--- src/logic/sar_pkg.sv ---
// shared constants, types and mapping for the convert and read handshake
package sar_pkg;
    localparam int CLK_PERIOD_NS = 20;
    localparam int RESULT_W      = 18;
    localparam int FIFO_DEPTH    = 8;
    localparam int CNT_W         = 6;

    // pin timing figures in ns and derived cycle counts
    localparam int T_BUSY_RISE_NS = 40;
    localparam int BUSY_RISE_CYC  = (T_BUSY_RISE_NS / CLK_PERIOD_NS < 1) ? 1 :
                                    T_BUSY_RISE_NS / CLK_PERIOD_NS;
    localparam int T_EOC_DROP_NS  = 15;
    localparam int EOC_DROP_CYC   = (T_EOC_DROP_NS / CLK_PERIOD_NS < 1) ? 1 :
                                    T_EOC_DROP_NS / CLK_PERIOD_NS;
    localparam int T_CONV_NS      = 650;
    localparam int CONV_CYC       = T_CONV_NS / CLK_PERIOD_NS;
    localparam int T_ABORT_MIN_NS = 60;
    localparam int ABORT_MIN_CYC  = (T_ABORT_MIN_NS + CLK_PERIOD_NS - 1)
                                    / CLK_PERIOD_NS;
    localparam int T_ABORT_MAX_NS = 550;
    localparam int ABORT_MAX_CYC  = T_ABORT_MAX_NS / CLK_PERIOD_NS;
    localparam int T_DATA_HOLD_NS = 5;
    localparam int DATA_HOLD_CYC  = (T_DATA_HOLD_NS + CLK_PERIOD_NS - 1)
                                    / CLK_PERIOD_NS;
    localparam int T_SEL_MIN_NS   = 10;
    localparam int T_SEL_MAX_NS   = 20;
    localparam int SEL_CYC        = (T_SEL_MAX_NS / CLK_PERIOD_NS < 1) ? 1 :
                                    T_SEL_MAX_NS / CLK_PERIOD_NS;

    // reset values
    localparam logic                BUSY_RST = 1'b0;
    localparam logic [RESULT_W-1:0] DATA_RST = 18'h00000;

    typedef enum logic [1:0] {
        ST_IDLE = 2'b00,
        ST_CONV = 2'b01
    } conv_state_t;

    // selector levels as sampled
    typedef struct packed {
        logic bus_width_select;
        logic byte_sel;
    } sel_t;

    // synchronised host strobes, active low as on the pins, and the selector levels
    typedef struct packed {
        logic convert_start_n;
        logic cs_n;
        logic rd_n;
        sel_t sel;
    } pins_t;

    localparam int PINS_W = 5;

    // full word when wide, otherwise upper 16 bits then the low 2 bits
    function automatic logic [RESULT_W-1:0] map_word(
        input logic [RESULT_W-1:0] res,
        input sel_t                sel
    );
        logic [RESULT_W-1:0] w;
        w = res;
        if (!sel.bus_width_select) begin
            if (!sel.byte_sel) begin
                w = {2'b00, res[17:2]};
            end else begin
                w = {2'b00, res[1:0], 14'h0000};
            end
        end
        return w;
    endfunction
endpackage

--- src/logic/sample_fifo.sv ---
// result fifo of flip-flops with valid and ready on both sides
`timescale 1ns/1ps
module sample_fifo #(
    parameter int WIDTH = 18,
    parameter int DEPTH = 8
) (
    // clock and reset
    input  wire logic             clk_sys,
    input  wire logic             rst_n,
    // fill side
    input  wire logic             in_valid,
    output logic                  in_ready,
    input  wire logic [WIDTH-1:0] in_data,
    // drain side
    output logic                  out_valid,
    input  wire logic             out_ready,
    output logic      [WIDTH-1:0] out_data
);
    localparam int AW = (DEPTH > 1) ? $clog2(DEPTH) : 1;
    localparam logic [AW:0] FULL_CNT = DEPTH[AW:0];
    localparam logic [AW-1:0] LAST = AW'(DEPTH - 1);

    logic [WIDTH-1:0] mem [DEPTH];
    logic [AW-1:0]    wr_ptr;
    logic [AW-1:0]    rd_ptr;
    logic [AW:0]      count;
    logic             push;
    logic             pop;

    assign in_ready  = (count != FULL_CNT);
    assign out_valid = (count != '0);
    assign out_data  = mem[rd_ptr];
    assign push      = in_valid && in_ready;
    assign pop       = out_valid && out_ready;

    always_ff @(posedge clk_sys) begin
        if (push) begin
            mem[wr_ptr] <= in_data;
        end
    end

    always_ff @(posedge clk_sys) begin
        if (!rst_n) begin
            wr_ptr <= '0;
            rd_ptr <= '0;
            count  <= '0;
        end else begin
            if (push) begin
                wr_ptr <= (wr_ptr == LAST) ? '0 : wr_ptr + 1'b1;
            end
            if (pop) begin
                rd_ptr <= (rd_ptr == LAST) ? '0 : rd_ptr + 1'b1;
            end
            if (push && !pop) begin
                count <= count + 1'b1;
            end else if (pop && !push) begin
                count <= count - 1'b1;
            end
        end
    end
endmodule

--- src/logic/sar_adc_convert_read_handshake.sv ---
// convert start, busy and parallel read handshake of the converter
//
// Functional notes
// RL1 - busy rises within the rise bound after convert_start_n falls; the code refuses a start while no fifo room is left, and busy stays low.
// RL2 - busy drops within the drop bound of the internal end of conversion.
// RL3 - busy stays high no longer than the conversion time per conversion.
// RL4 - the host leaves the acquisition interval between conversions.
// RL5 - the host holds convert_start_n low for the minimum pulse width.
// RL6 - the host holds convert_start_n high for the minimum between pulses.
// RL7 - the host asserts chip select before lowering convert_start_n.
// RL8 - the host waits after a start before any read or selector change.
// RL9 - the host never lowers the read strobe before chip select.
// RL10 - the host keeps the read strobe low and high for the minimum widths.
// RL11 - data is driven within the enable bound of read or chip select low.
// RL12 - data stays driven a hold time after the read strobe rises.
// RL13 - a selector change shows the new data within the selector bound.
// RL14 - a start or chip select fall in the abort window ends a conversion.
// RL15 - the result is put on the bus whole or in portions per the selectors.
`timescale 1ns/1ps
module sar_adc_convert_read_handshake #(
    parameter int RESULT_W = sar_pkg::RESULT_W,
    parameter int DEPTH    = sar_pkg::FIFO_DEPTH
) (
    // clock and reset
    input  wire logic                clk_sys,
    input  wire logic                rst_n,
    // host strobes and selectors
    input  wire logic                convert_start_n,
    input  wire logic                cs_n,
    input  wire logic                rd_n,
    input  wire logic                byte_sel,
    input  wire logic                bus_width_select,
    // converter core sample
    input  wire logic [RESULT_W-1:0] sample_data,
    // status and data bus
    output logic                     busy,
    output logic      [RESULT_W-1:0] data_out,
    output logic                     data_oe
);
    sar_pkg::pins_t      pins_raw;
    logic [sar_pkg::PINS_W-1:0] sync1;
    logic [sar_pkg::PINS_W-1:0] sync2;
    sar_pkg::pins_t      pins_s;
    logic                cv_prev;
    logic                cs_prev;
    logic                start_fall;
    logic                cs_fall;
    logic                cs_rise;
    logic                rd_act;
    sar_pkg::conv_state_t state;
    logic [sar_pkg::CNT_W-1:0] conv_cnt;
    logic                abort;
    logic                eoc;
    logic                accept;
    logic                fifo_in_ready;
    logic                fifo_out_valid;
    logic [RESULT_W-1:0] fifo_out_data;
    logic                fifo_out_ready;
    logic [RESULT_W-1:0] held;
    logic                held_valid;
    logic                read_seen;
    logic [1:0]          hold_cnt;
    logic [RESULT_W-1:0] next_data;

    localparam logic [sar_pkg::CNT_W-1:0] CONV_END =
        sar_pkg::CONV_CYC[sar_pkg::CNT_W-1:0];
    localparam logic [sar_pkg::CNT_W-1:0] AB_MIN =
        sar_pkg::ABORT_MIN_CYC[sar_pkg::CNT_W-1:0];
    localparam logic [sar_pkg::CNT_W-1:0] AB_MAX =
        sar_pkg::ABORT_MAX_CYC[sar_pkg::CNT_W-1:0];
    localparam logic [1:0] HOLD_LOAD = sar_pkg::DATA_HOLD_CYC[1:0];

    assign pins_raw = '{convert_start_n:  convert_start_n,
                        cs_n:             cs_n,
                        rd_n:             rd_n,
                        sel:              '{bus_width_select: bus_width_select,
                                            byte_sel:         byte_sel}};

    // two flip-flop synchroniser per pin
    genvar gi;
    generate
        for (gi = 0; gi < sar_pkg::PINS_W; gi++) begin : g_sync
            always_ff @(posedge clk_sys) begin
                if (!rst_n) begin
                    sync1[gi] <= 1'b1;
                    sync2[gi] <= 1'b1;
                end else begin
                    sync1[gi] <= pins_raw[gi];
                    sync2[gi] <= sync1[gi];
                end
            end
        end
    endgenerate

    assign pins_s = sync2;

    always_ff @(posedge clk_sys) begin
        if (!rst_n) begin
            cv_prev <= 1'b1;
            cs_prev <= 1'b1;
        end else begin
            cv_prev <= pins_s.convert_start_n;
            cs_prev <= pins_s.cs_n;
        end
    end

    assign start_fall = cv_prev && !pins_s.convert_start_n;
    assign cs_fall    = cs_prev && !pins_s.cs_n;
    assign cs_rise    = !cs_prev && pins_s.cs_n;
    assign rd_act     = !pins_s.cs_n && !pins_s.rd_n;

    // start refused while no fifo room is left for its result
    assign accept = (state == sar_pkg::ST_IDLE) && start_fall && fifo_in_ready;
    assign abort  = (state == sar_pkg::ST_CONV) &&
                    ((start_fall && !pins_s.cs_n) || cs_fall) &&
                    (conv_cnt >= AB_MIN) && (conv_cnt <= AB_MAX); // [RL14]
    assign eoc    = (state == sar_pkg::ST_CONV) && !abort &&
                    (conv_cnt == CONV_END);

    // conversion sequencer and busy
    always_ff @(posedge clk_sys) begin
        if (!rst_n) begin
            state    <= sar_pkg::ST_IDLE;
            conv_cnt <= '0;
            busy     <= sar_pkg::BUSY_RST;
        end else begin
            case (state)
                sar_pkg::ST_IDLE: begin
                    if (accept) begin
                        state    <= sar_pkg::ST_CONV;
                        conv_cnt <= 6'h01;
                        busy     <= 1'b1; // [RL1]
                    end
                end
                sar_pkg::ST_CONV: begin
                    if (abort || eoc) begin
                        state    <= sar_pkg::ST_IDLE;
                        conv_cnt <= '0;
                        busy     <= 1'b0; // [RL2] [RL3] [RL14]
                    end else begin
                        conv_cnt <= conv_cnt + 6'h01;
                    end
                end
                default: begin
                    state    <= sar_pkg::ST_IDLE;
                    conv_cnt <= '0;
                    busy     <= sar_pkg::BUSY_RST;
                end
            endcase
        end
    end

    sample_fifo #(
        .WIDTH (RESULT_W),
        .DEPTH (DEPTH)
    ) u_fifo (
        .clk_sys   (clk_sys),
        .rst_n     (rst_n),
        .in_valid  (eoc),
        .in_ready  (fifo_in_ready),
        .in_data   (sample_data),
        .out_valid (fifo_out_valid),
        .out_ready (fifo_out_ready),
        .out_data  (fifo_out_data)
    );

    assign fifo_out_ready = !held_valid;

    // word on offer; released when a read frame closes
    always_ff @(posedge clk_sys) begin
        if (!rst_n) begin
            held       <= sar_pkg::DATA_RST;
            held_valid <= 1'b0;
            read_seen  <= 1'b0;
        end else begin
            if (!held_valid && fifo_out_valid) begin
                held       <= fifo_out_data;
                held_valid <= 1'b1;
            end else if (cs_rise && read_seen) begin
                held_valid <= 1'b0;
            end
            if (rd_act) begin
                read_seen <= 1'b1;
            end else if (cs_rise) begin
                read_seen <= 1'b0;
            end
        end
    end

    assign next_data = sar_pkg::map_word(held, pins_s.sel); // [RL15]

    // bus data and enable with hold after the strobe rises
    always_ff @(posedge clk_sys) begin
        if (!rst_n) begin
            data_out <= sar_pkg::DATA_RST;
            data_oe  <= 1'b0;
            hold_cnt <= '0;
        end else begin
            data_out <= next_data; // [RL13] [RL15]
            data_oe  <= rd_act || (hold_cnt != 2'b00); // [RL11] [RL12]
            if (rd_act) begin
                hold_cnt <= HOLD_LOAD;
            end else if (hold_cnt != 2'b00) begin
                hold_cnt <= hold_cnt - 2'b01;
            end
        end
    end

    // assertion helpers
    logic [sar_pkg::CNT_W-1:0] busy_run;
    logic                      rd_act_d;
    always_ff @(posedge clk_sys) begin
        if (!rst_n) begin
            busy_run <= '0;
            rd_act_d <= 1'b0;
        end else begin
            busy_run <= busy ? busy_run + 6'h01 : '0;
            rd_act_d <= rd_act;
        end
    end
endmodule

--- config.mk ---
export PLATFORM = sky130hd
export DESIGN_NAME = sar_adc_convert_read_handshake
export DESIGN_NICKNAME = d
export VERILOG_FILES = /design/src/logic/sar_pkg.sv /design/src/logic/sample_fifo.sv /design/src/logic/sar_adc_convert_read_handshake.sv
export SDC_FILE = /design/constraint.sdc
export NUM_CORES = 1
export LEC_CHECK = 0
export ABC_AREA = 1
export BUFFER_PORTS_ARGS = -buffer_cell sky130_fd_sc_hd__buf_4
export CORE_MARGIN = 5
export CORE_UTILIZATION = 50
export CTS_BUF_LIST = sky130_fd_sc_hd__clkbuf_16
export DETAILED_ROUTE_END_ITERATION = 10
export PLACE_DENSITY = 0.71
export SETUP_SLACK_MARGIN = 0.02
export SYNTH_ARGS = -nofsm -noshare
export SYNTH_HDL_FRONTEND = slang
export SYNTH_SLANG_ARGS = --single-unit
export TNS_END_PERCENT = 20
--- constraint.sdc ---
create_clock -name clk_sys -period 3.3 [get_ports clk_sys]
set_input_delay 0.99 -clock clk_sys [delete_from_list [all_inputs] [get_ports clk_sys]]
set_output_delay 0.99 -clock clk_sys [all_outputs]
set_load 0.1 [all_outputs]
# After elaboration in Yosys (flattened, before gate mapping)
# Memories as Yosys holds them, arrays and structs flattened. A register that Yosys moved wholly into a read port is not among the register bits.
# Cells that the tools add are included.
# Widths: inputs -> output; s select.
# word_totals
out_inout_bits	20
in_bits	25
regBits	54
n_memories	1
ram_bits	144
# classes
magnitude_cmp	2
muxes	23
add_sub_neg	6
n_eq_ne	7
bitwise	1
reduce_logical	38
# memory_table
memory	depth	word_bits	read_ports	rd_clocked_by_memory_dff	wr	line_no	text
u_fifo.mem	8	18	1	1	1	sample_fifo.sv:23	logic [WIDTH-1:0] mem [DEPTH];
# op_table
cell	count
$mux 18	1
$logic_and 1x1->1	17
$mux 16	1
$mux 6	2
$pmux 6 s2	1
$mux 1	10
$reduce_bool 2->1	5
$logic_not 1->1	9
$mux 4	2
$add 3x1->3 const B	2
$add 6x1->6 const B	1
$eq 3x3->1 const B	2
$eq 6x6->1 const B	1
$ge 6x2->1 const B	1
$le 6x5->1 const B	1
$mux 3	2
$add 4x1->4 const B	1
$mux 2	2
$ne 4x4->1 const B	1
$pmux 2 s2	1
$reduce_bool 4->1	1
$sub 4x1->4 const B	1
$logic_or 1x1->1	3
$eq 2x1->1 const B	1
other kinds (8)	8

# Longest topological paths before layout
# Gate-level depths: netlist of run 1.
# logic_depth
ltp_word	15
ltp_mapped	18
mapped_depth_nobuf	18

# Hierarchy
# Synthesis of run 1 repeated with hierarchy kept, for this count alone.
# unflattened
hier_cells	843
hier_area_um2	8733.4
# modules_own_cells
mod	cells_each	seq_area_each_um2	area_each_um2	n_inst
sample_fifo	573	4584.4	6481.2	1
sar_adc_convert_read_handshake	270	1201.2	2252.2	1

# Worst setup path before layout of run 1
# OpenSTA, ideal clock, no wires.
# synth_timing
path_type	register to register
from	reg, netlist name busy
to	reg u_fifo.count[3]
period_less_slack_ns	2.854
setup_ns	0.132
path_stages_with_launch	17
slack_ns	0.446
t_arrival_ns	2.722
path_buffers	0
required_ns	3.168
cell_sequence	dfxtp_1 nand3_1 nor2_1 nand3_4 nand3_4 inv_2 ha_1 inv_1 ha_1 nand2_1 inv_1 o21ai_0 nand2_1 nand2_1 nand2_1 nand2_1 a21oi_1
# synth_rtl
element	line_no	text
end signal, assigned	sample_fifo.sv:55	count <= count + 1'b1;
end signal, assigned	sample_fifo.sv:57	count <= count - 1'b1;
end, declared	sample_fifo.sv:26	logic [AW:0] count;

# Worst setup path in the final report of run 1
# layout_timing
from	reg conv_cnt[0] in the netlist's numbering
to	reg u_fifo.count[3]
# layout_between
elab_chain_len	10
word_cells_on_any_way	14
classes_between	order compare (2); eq/ne (1); mux (1); reduce/logical (10)
# layout_lines
element	line_no	text
start, declared	sar_adc_convert_read_handshake.sv:51	logic [sar_pkg::CNT_W-1:0] conv_cnt;
start signal, assigned	sar_adc_convert_read_handshake.sv:141	conv_cnt <= conv_cnt + 6'h01;
$ge 6x2->1	sar_adc_convert_read_handshake.sv:116	(conv_cnt >= AB_MIN) && (conv_cnt <= AB_MAX);
$logic_and 1x1->1	sar_adc_convert_read_handshake.sv:115	((start_fall && !pins_s.cs_n) || cs_fall) &&
$logic_and 1x1->1	sar_adc_convert_read_handshake.sv:116	
$logic_not 1->1	sar_adc_convert_read_handshake.sv:117	assign eoc = (state == sar_pkg::ST_CONV) && !abort &&
$logic_and 1x1->1	sar_adc_convert_read_handshake.sv:117	
$logic_and 1x1->1 (*)	sar_adc_convert_read_handshake.sv:117	
$logic_and 1x1->1 (*)	sample_fifo.sv:33	assign push = in_valid && in_ready;
net u_fifo.push	sample_fifo.sv:27	logic push;
$logic_not 1->1	sample_fifo.sv:56	end else if (pop && !push) begin
$logic_and 1x1->1	sample_fifo.sv:56	
$reduce_bool 2->1 (no source line)	-	
# Mark *: on every way through the listed nets, which the timed path passes. The rest lies on a longest branch.
# A chain may end at the register's enable or synchronous reset.

==> summary.txt, run 1 <==
Yosys
  – Library cells used by synthesis: 35
  – Mapped Area: 8460 µm²
  – Most used DFF post-synth: edfxtp_1
  – EDFF count, synth: 144
  – Sequential share of the synthesized area: 67.6%
  – Main area contributors after synthesis: edfxtp_1 (51%), dfxtp_1 (17%), nor2_1 (6.0%), o21ai_0 (5.0%), nand3_1 (3.3%)
  – Post-synth top area cell: edfxtp_1
  – Post-synth ARST share: 0%
  – Top-count cell post-synth: edfxtp_1
  – Syn Area/Cell: 11.2 µm²
  – Register bit count reported by yosys: 214
  – Most frequent cells after synthesis: edfxtp_1 (144), nor2_1 (135), o21ai_0 (84)
  – Share of the synthesized area in the top cell type: 51.1%
  – Synth warnings: 0
  – Mapped Cells: around 760
  – Syn_nets: around 800

Drt
  – Detailed Routing Iterations Pass 1: 5
  – Routed WL: 17800 µm
  – Total number of vias: 5676
  – Routed wire per std cell: 17.1 µm
  – DR iter-0 viols: 501
  – Vias per cell: 5.46
  – Final ANT Viol Nets: 0
  – DRC viols: 0

STA
  – Period minus WS final: between 2 and 3 ns
  – Final setup fails: 0
  – Hold slack: 0.416 ns
  – F_max: ~400 MHz
  – Max-slew violation count: 0
  – Period utilisation layout: between 70% and 80%
  – Least-Margin Pin Slew: 0.712 ns
  – Final hold violation count: 0
  – RSZ-0062 raised after global routing: false
  – Setup_tns: 0 ns
  – Clk_skew: 0.00734 ns
  – Slew headroom: a little over half

Clock network
  – Worst-path clk slew: about 0.060 ns
  – Post-CTS Setup Inserts: 0
  – CTS tree: done
  – Depth of the CTS H-tree: 1
  – Post-cts hold buffer count: 0
  – CTS Root Buffer Type: clkbuf_16
  – Bufs on Longest Clock Path: 3
  – CTS buffer count: 22
  – Cts repair resizes: 0
  – # clock sinks: between 200 and 250
  – Worst skew pair latency: 0.49 ns

Cells and area
  – Area grow syn2layout: 14.8%
  – Final core utilization: 58.6%
  – Final Non-Filler Cells: around 1000
  – N_diodes: 0
  – # fillers: 1339
  – Layout cells sized above 1: 15.0%
  – Nets: 841

Placement
  – Placed insts: 1000
  – Port Buf Inserts: 44
  – Final GP Congestion: 0.754
  – Post-DP HPWL: 10600 µm

Power
  – Worst vdd ir: 0.575 mV
  – Leak: 3.58 nW
  – Power Total: 7.61 mW
  – Power Dens Cells: 784 nW/µm²

Global route
  – Global-route usage over all layers: 18.2%
  – Grt total ovfl: 0
  – Largest net degree at the start of global routing: 75
  – Vias in the first global route: 5588
  – First-pass GRT wire length: 28900 µm
  – Initial antenna violation count: 0

Floorplan
  – Die height: 140 µm
  – Row count: 47
  – Core box area: 16600 µm²
  – Starting Density: a little over 50%
  – Full die area: 19600 µm²
  – IO Pins: 45
  – DIE WIDTH: 140 µm

Job
  – Total of max-cap violations: 0

Worst setup path
  – Worst setup SP type: flip-flop
  – Crit-path max cell delay: about 0.40 ns
  – Most used cell, CP: nand2_1
  – Crit-path max FO: 10
  – Family with the most delay on the worst path: adder cells
  – Slowest cell on the critical path: dfxtp_1
  – WS Path Type: reg2reg
  – Crit path capture type: flip-flop
  – Worst EP required: roughly 3.7 ns
  – Critical Path AT: 2.87 ns
  – CP Buf/Inv Count: 4
  – Crit path cell chain: ha_1 -> inv_1 -> o21bai_1 -> nand2_1 -> nand3_4 -> nand3_4 -> inv_2 -> ha_1 -> inv_1 -> ha_1 -> nand2_1 -> inv_1 -> o21ai_0 -> nand2_1 -> nand2_1 -> nand2_1 -> nand2_1 -> a21oi_1

Run status
  – Status: completed

Min path
  – Hold WC Path Type: reg2reg
[power breakdown]
group          leakage, nW  switching (mW)  internal (mW)
clock network        0.364           0.941           1.41
registers             1.87           0.162           3.03
logic                 1.34            1.47          0.595
[cell usage in the layout (no fill, tap or decap), types with 2 or more instances in the layout]
cell	n
bufinv_16	2
a21oi_1	37
nand3_4	2
nand4_1	6
clkbuf_16	23
nor2_2	4
inv_1	42
nand3_1	55
nor3_1	2
ha_1	11
nand2_1	62
nor2_4	2
dfxtp_2	2
edfxtp_1	144
o21ai_0	84
o211ai_1	36
dfxtp_1	68
clkinv_1	4
nor2_1	135
buf_4	63
inv_2	5
xor2_1	5
or2_2	11
[state kept, by name, summed over array words and instances (netlist names)]
signal,flops
held_valid,1
sync1,5
held,18
u_fifo.count,4
read_seen,1
hold_cnt,2
data_out,18
u_fifo.rd_ptr,3
u_fifo.mem,144
u_fifo.wr_ptr,3
cv_prev,1
conv_cnt,6
data_oe,1
pins_s,5
busy,1
cs_prev,1
[final timing paths]
check                                       end  slack (ns)  cells past startpoint         from
worst min-delay path                  pins_s[4]        0.42                      1     sync1[4]
worst min register to register        pins_s[4]        0.42                      1     sync1[4]
worst max-delay path            u_fifo.count[3]        0.79                     18  conv_cnt[0]
worst max register to register  u_fifo.count[3]        0.79                     18  conv_cnt[0]
[layer usage]
metal	track usage (%)	part of all wire [%]
met1	23.8	42
met2	32.1	50
met3	3.34	6.8
met4	3.82	1.4
met5	0	0
[cells by family after synthesis]
| family | after synthesis | share of synthesized area [%] |
|---|---|---|
| AOI/OAI and AO/OA | 161 | 10.7 |
| xor gates and xnor gates | 5 | 0.517 |
| adders and majority gates | 12 | 1.86 |
| buffers and inverters | 83 | 4.29 |
| DFF | 214 | 67.6 |
| and+or+nand+nor | 284 | 15.0 |
[stage by stage]
| stage | instance area, µm² | setup slack (ns) |
|---|---|---|
| after floorplan | 8460 | 0.446 |
| after global placement | 9010 | 0.929 |
| after detailed placement | 9010 | 0.826 |
| after CTS | 9710 | 0.808 |
| after global routing | 9710 | 0.469 |
| final | 9710 | 0.791 |
[final cells by class]
| type | instances | area (µm²) | share of cell area [%] |
|---|---|---|---|
| repair buffers | 63 | 473 | 4.87 |
| clock inverters | 16 | 125 | 1.29 |
| well taps | 220 | 275 | 2.83 |
| inverters | 41 | 154 | 1.58 |
| flip-flops and latches | 214 | 5730 | 59.0 |
| multi-input cells | 462 | 2380 | 24.5 |
| clock buffers | 23 | 576 | 5.93 |
Note: power is estimated with default switching activity, not from simulation.
==> inputs of run 2 (changes only) <==
==> constraint.sdc (replaced) <==
create_clock -name clk_sys -period 2.5 [get_ports clk_sys]
set_input_delay 0.75 -clock clk_sys [delete_from_list [all_inputs] [get_ports clk_sys]]
set_output_delay 0.75 -clock clk_sys [all_outputs]
set_load 0.1 [all_outputs]
==> run 2 against run 1 <==
Clock skew barely moved. Register-to-register slack got worse by 0.62 ns. Die area unchanged. Non-clock buffer count grew 8. Cell area increased by 1.6%. Fmax rose by 7.5%. Flip-flop and latch count is the same.
==> summary.txt, run 2 (same netlist as run 1, synthesis figures left out) <==
STA
  – Clk_skew: 0.00774 ns
  – Period utilisation layout: 93.3%
  – Least-Margin Pin Slew: approximately 0.76 ns
  – F_max: 429 MHz
  – Setup_tns: 0 ns
  – Final hold violation count: 0
  – Period minus WS final: about 2.3 ns
  – Slew headroom: 49.5%
  – Max-slew violation count: 0
  – Final setup fails: 0

Cells and area
  – Max reg flops: between 100 and 150
  – Top reg by flops: u_fifo.mem
  – Final core utilization: 59.5%
  – N_diodes: 0
  – Layout cells sized above 1: between 15 and 20%
  – Most common cell after layout, fill and taps aside: edfxtp_1
  – Area grow syn2layout: 16.6%
  – Nets: 850
  – Most frequent cells in the layout: edfxtp_1 (144), nor2_1 (134), o21ai_0 (83), buf_4 (67), dfxtp_1 (65)
  – Largest registers: u_fifo.mem (144), data_out (18), held (18)

Drt
  – Vias per cell: between 5 and 6
  – Routed WL: 18100 µm
  – Total number of vias: 5759
  – DR iter-0 viols: 474
  – Detailed Routing Iterations Pass 1: 5
  – Final ANT Viol Nets: 0
  – Routed wire per std cell: 17.3 µm
  – DRC viols: 0

Clock network
  – Depth of the CTS H-tree: 1
  – Bufs on Longest Clock Path: 3
  – # clock sinks: 214
  – Worst skew pair latency: roughly 0.50 ns
  – CTS tree: done
  – Worst-path clk slew: 0.06 ns
  – CTS Root Buffer Type: clkbuf_16
  – CTS buffer count: 23
  – Post-cts hold buffer count: 0

Global route
  – First-pass GRT wire length: 29000 µm
  – Vias in the first global route: 5662
  – M1 GR Usage: 24.9%
  – GRT met2 Usage: 30.6%
  – Initial antenna violation count: 0
  – Grt total ovfl: 0
  – Gr busiest metal: met2
  – Met3 Usage GRT: 2.90%
  – Global-route usage over all layers: about 18%
  – Largest net degree at the start of global routing: 75

Worst setup path
  – Crit path cell chain: ha_2 -> inv_1 -> o21bai_1 -> nand2_1 -> nand3_4 -> nand3_4 -> inv_4 -> ha_4 -> inv_2 -> ha_1 -> nand2_1 -> inv_1 -> o21ai_2 -> nand3b_1 -> nand2_1 -> nand2_1 -> a21oi_1
  – WS Path Type: reg2reg
  – Worst-case reg-to-reg path depth: 17
  – Most used cell, CP: nand2_1
  – Crit-path max cell delay: around 0.37 ns
  – Worst setup SP type: flip-flop
  – Slowest cell on the critical path: dfxtp_4
  – Critical Path AT: 2.76 ns
  – Reg-to-reg slack, setup: 0.17 ns
  – Crit path capture type: flip-flop
  – Crit-path max FO: 5
  – Worst EP required: roughly 3 ns

Power
  – Power Total: 10.2 mW
  – Leak: about 3.6 nW
  – Power Dens Cells: between 1000 and 1500 nW/µm²
  – Worst vdd ir: between 0.6 and 0.7 mV

Min path
  – Hold WC Path Type: reg2reg
  – Hold Path Depth: 1

Job
  – Total of max-cap violations: 0

Placement
  – Port Buf Inserts: between 40 and 50
  – Post-DP HPWL: 10500 µm
  – Final GP Congestion: 0.825

Floorplan
  – DIE WIDTH: 140 µm
  – Starting Density: 51.0%
  – Core box area: around 17000 µm²
  – Row count: 47
  – IO Pins: 45
  – Die height: around 140 µm
  – Full die area: 19600 µm²

Run status
  – Status: completed
run 2: critical path: cells and delay by family (launching register included):
kind / cells / cell delay (ns)
adders and majority gates: 3 / 0.60
buffers and inverters: 4 / 0.24
and+or+nand+nor: 7 / 0.67
AOI/OAI and AO/OA: 3 / 0.40
DFF: 1 / 0.37
run 2: where the power goes:
group	internal (mW)	switching (mW)	leakage, nW
combinational	0.834	2.08	1.40
sequential	4.01	0.137	1.87
clock	1.80	1.31	0.363
total	6.64	3.53	3.63
run 2: per-layer routing:
| metal | part of all wire (%) | wire length (µm) |
|---|---|---|
| met1 | 44 | 7960 |
| met2 | 48 | 8640 |
| met3 | 5.8 | 1060 |
| met4 | 2.7 | 488 |
| met5 | 0 | 0 |
run 2: cell type report:
class | instances | area [µm²]
Multi-Input combinational cell | 462 | 2410
Clock buffer | 25 | 626
Sequential cell | 214 | 5740
Clock inverter | 17 | 82.6
Fill cell | 1293 | 6710
Timing Repair Buffer | 71 | 583
Tap cell | 220 | 275
Inverter | 41 | 156
run 2: final timing paths:
path               start         endpoint
min             sync1[2]        pins_s[2]
max          conv_cnt[1]  u_fifo.count[3]
min reg2reg     sync1[2]        pins_s[2]
max reg2reg  conv_cnt[1]  u_fifo.count[3]
run 2: metrics by stage:
stage	worst slack, ns	hold slack, ns	std cells	area (µm²)
after floorplan	0.201	0.393	759	8470
after global placement	0.125	0.399	1001	9070
after detailed placement	-0.0912	0.397	1001	9070
after CTS	0.0222	0.416	1045	9800
after global routing	-0.00594	0.417	1050	9870
final	0.167	0.419	1050	9870
run 2: timing repair:
action,4_1_cts,5_1_grt
gates resized for setup,2,12
pin swaps,2,4
buffers inserted,2,5
endpoints found under the setup margin,2,2
==> inputs of run 3 (changes only) <==
--- a/config.mk
+++ b/config.mk
@@ -11,7 +11,7 @@
 export CORE_UTILIZATION = 50
 export CTS_BUF_LIST = sky130_fd_sc_hd__clkbuf_16
 export DETAILED_ROUTE_END_ITERATION = 10
-export PLACE_DENSITY = 0.71
+export PLACE_DENSITY = 0.74
 export SETUP_SLACK_MARGIN = 0.02
 export SYNTH_ARGS = -nofsm -noshare
 export SYNTH_HDL_FRONTEND = slang
==> constraint.sdc (replaced) <==
create_clock -name clk_sys -period 1.9 [get_ports clk_sys]
set_input_delay 0.57 -clock clk_sys [delete_from_list [all_inputs] [get_ports clk_sys]]
set_output_delay 0.57 -clock clk_sys [all_outputs]
set_load 0.1 [all_outputs]
==> run 3 against run 2 <==
The flow now finishes with violations (setup timing). Global-route usage is 0.46 points lower. Sequential power is 32% higher. Register-to-register slack worse by 0.31 ns. Combinational power rose by 35%. Critical endpoint unchanged. Largest cell class unchanged. Largest power group unchanged. Highest routed layer unchanged.
==> summary.txt, run 3 (same netlist as run 1, synthesis figures left out) <==
STA
  – Final worst slack: -0.148 ns
  – Clk_skew: 0.00690 ns
  – Period minus WS final: 2.05 ns
  – RSZ-0062 raised after global routing: true
  – Max-slew violation count: 0
  – Period utilisation layout: 108%
  – F_max: 488 MHz
  – Final hold violation count: 0
  – Final setup fails: 139
  – Slew headroom: 70.5%
  – Least-Margin Pin Slew: 0.442 ns
  – Setup_tns: -3.01 ns

Power
  – Sequential share of power: 40.0%
  – Switching Share: 33.8%
  – Pint: 9.04 mW
  – Logic pwr share: 28.8%
  – Power Dens Cells: 1330 nW/µm²
  – Worst vdd ir: roughly 0.92 mV
  – Leak: about 3.7 nW
  – Net Sw Power: 4.61 mW
  – Clk network pwr share: a little under a third

Floorplan
  – IO Pins: between 40 and 50
  – Full die area: 19600 µm²
  – Core box area: 16600 µm²
  – Starting Density: 51.0%
  – Row count: 47
  – Die height: about 140 µm
  – DIE WIDTH: roughly 140 µm

Drt
  – Detailed Routing Iterations Pass 1: 5
  – Routed WL: 17600 µm
  – DR iter-0 viols: 438
  – Total number of vias: 5689
  – Routed wire per std cell: 16.5 µm
  – Final ANT Viol Nets: 0
  – DRC viols: 0
  – Vias per cell: 5.34

Clock network
  – CTS Root Buffer Type: clkbuf_16
  – Worst skew pair latency: 0.50 ns
  – CTS tree: done
  – Bufs on Longest Clock Path: 3
  – Depth of the CTS H-tree: 1
  – Post-cts hold buffer count: 0
  – Worst-path clk slew: 0.06 ns
  – CTS buffer count: 23
  – # clock sinks: 214

Cells and area
  – Area grow syn2layout: 21.4%
  – Largest registers: u_fifo.mem (144), data_out (18), held (18)
  – Final Non-Filler Cells: approximately 1100
  – Most frequent cells in the layout: edfxtp_1 (144), nor2_1 (129), o21ai_0 (81), buf_4 (72), dfxtp_1 (65)
  – # fillers: 1309
  – Max reg flops: 144
  – Layout cells sized above 1: 20.3%
  – Most common cell after layout, fill and taps aside: edfxtp_1
  – Nets: around 870
  – Top reg by flops: u_fifo.mem
  – N_diodes: 0
  – Final core utilization: 61.9%

Worst setup path
  – Worst setup SP type: flip-flop
  – Worst EP required: 2.29 ns
  – Crit path capture type: flip-flop
  – Crit-path max FO: 4
  – WS Path Type: reg2reg
  – Critical Path AT: 2.44 ns
  – Worst-case reg-to-reg path depth: 18

Global route
  – Initial antenna violation count: 0
  – Largest net degree at the start of global routing: 75
  – Grt total ovfl: 0
  – First-pass GRT wire length: 28400 µm
  – Global-route usage over all layers: 17.8%
  – Vias in the first global route: about 5500

Run status
  – Status: finished with violations
  – Violated checks: setup timing

Placement
  – Final GP Congestion: approximately 0.8
  – Placed insts: approximately 1000
  – Post-DP HPWL: 10600 µm
  – Port Buf Inserts: 44

Job
  – Total of max-cap violations: 0

Min path
  – Hold WC Path Type: in2reg
  – Hold Path Depth: 2
[run 3: changes by cell type in the layout (fill, tap and decap cells not counted), moves of 3 or more]
cell,change
buf_12,+8
buf_4,+5
buf_6,+6
clkinv_1,-4
ha_4,+4
inv_1,-3
inv_2,+3
nor2_1,-5
nor2_2,-3
nor2_4,+8
[run 3: cell type report]
type                       count  area [µm²]  area share, %
tap                          220         275           2.68
timing repair buffer          90         848           8.26
clock buffer                  24         601           5.85
inverter                      41         159           1.55
clock inverter                15         124           1.21
sequential                   214        5740           55.9
multi-input combinational    462        2530           24.6
[run 3: routing by layer]
| metal | up-vias | share of wire [%] | global-route usage [%] |
|---|---|---|---|
| met5 | - | 0 | 0 |
| met4 | 0 | 2.0 | 4.39 |
| met3 | 26 | 6.0 | 2.76 |
| met2 | 152 | 49 | 30.3 |
| met1 | 2715 | 43 | 24.2 |
| li1 | 2796 | - | - |
[run 3: final timing paths]
kind,from,endpoint,slack (ns)
max,conv_cnt[0],u_fifo.count[3],-0.15
min,convert_start_n,sync1[4],0.26
max reg2reg,conv_cnt[0],u_fifo.count[3],-0.15
min reg2reg,sync1[3],pins_s[3],0.42
[run 3: critical path: stages (launching register included)]
cell and delay, ns:
dfxtp_4 0.39, ha_4 0.15, inv_2 0.03, o21bai_1 0.15, nand2_1 0.11, nand3_4 0.09
nand3_4 0.08, inv_4 0.07, ha_4 0.13, inv_4 0.04, ha_4 0.20, nand2_1 0.05
inv_1 0.04, o21ai_2 0.14, nand2_1 0.07, nand2_1 0.05, nand2_1 0.05, nand2_1 0.05
a21oi_1 0.05
[run 3: power by group through the flow]
stage / Sequential, mW / Combinational (mW) / Clock (mW)
after floorplan: 6.17 / 2.17 / 0
after global placement: 5.54 / 3.82 / 0
after detailed placement: 5.55 / 3.89 / 0
after CTS: 5.46 / 3.93 / 4.35
after global routing: 5.50 / 4.31 / 4.56
final: 5.46 / 3.93 / 4.26
[run 3: metrics by stage]
stage / hold slack [ns] / area, µm² / setup slack [ns] / power, mW
2_1_floorplan: 0.393 / 8530 / -0.181 / 8.34
3_3_place_gp: 0.399 / 9380 / -0.0862 / 9.36
3_5_place_dp: 0.402 / 9380 / -0.141 / 9.44
4_1_cts: 0.237 / 10200 / -0.105 / 13.7
5_1_grt: 0.238 / 10300 / -0.285 / 14.4
6_report: 0.256 / 10300 / -0.148 / 13.7
[run 3: timing repair]
action	in CTS	in global routing
pin swaps	10	9
endpoints found under the setup margin	82	141
gates resized for setup	15	16
cloned	0	0
setup buffers	3	2
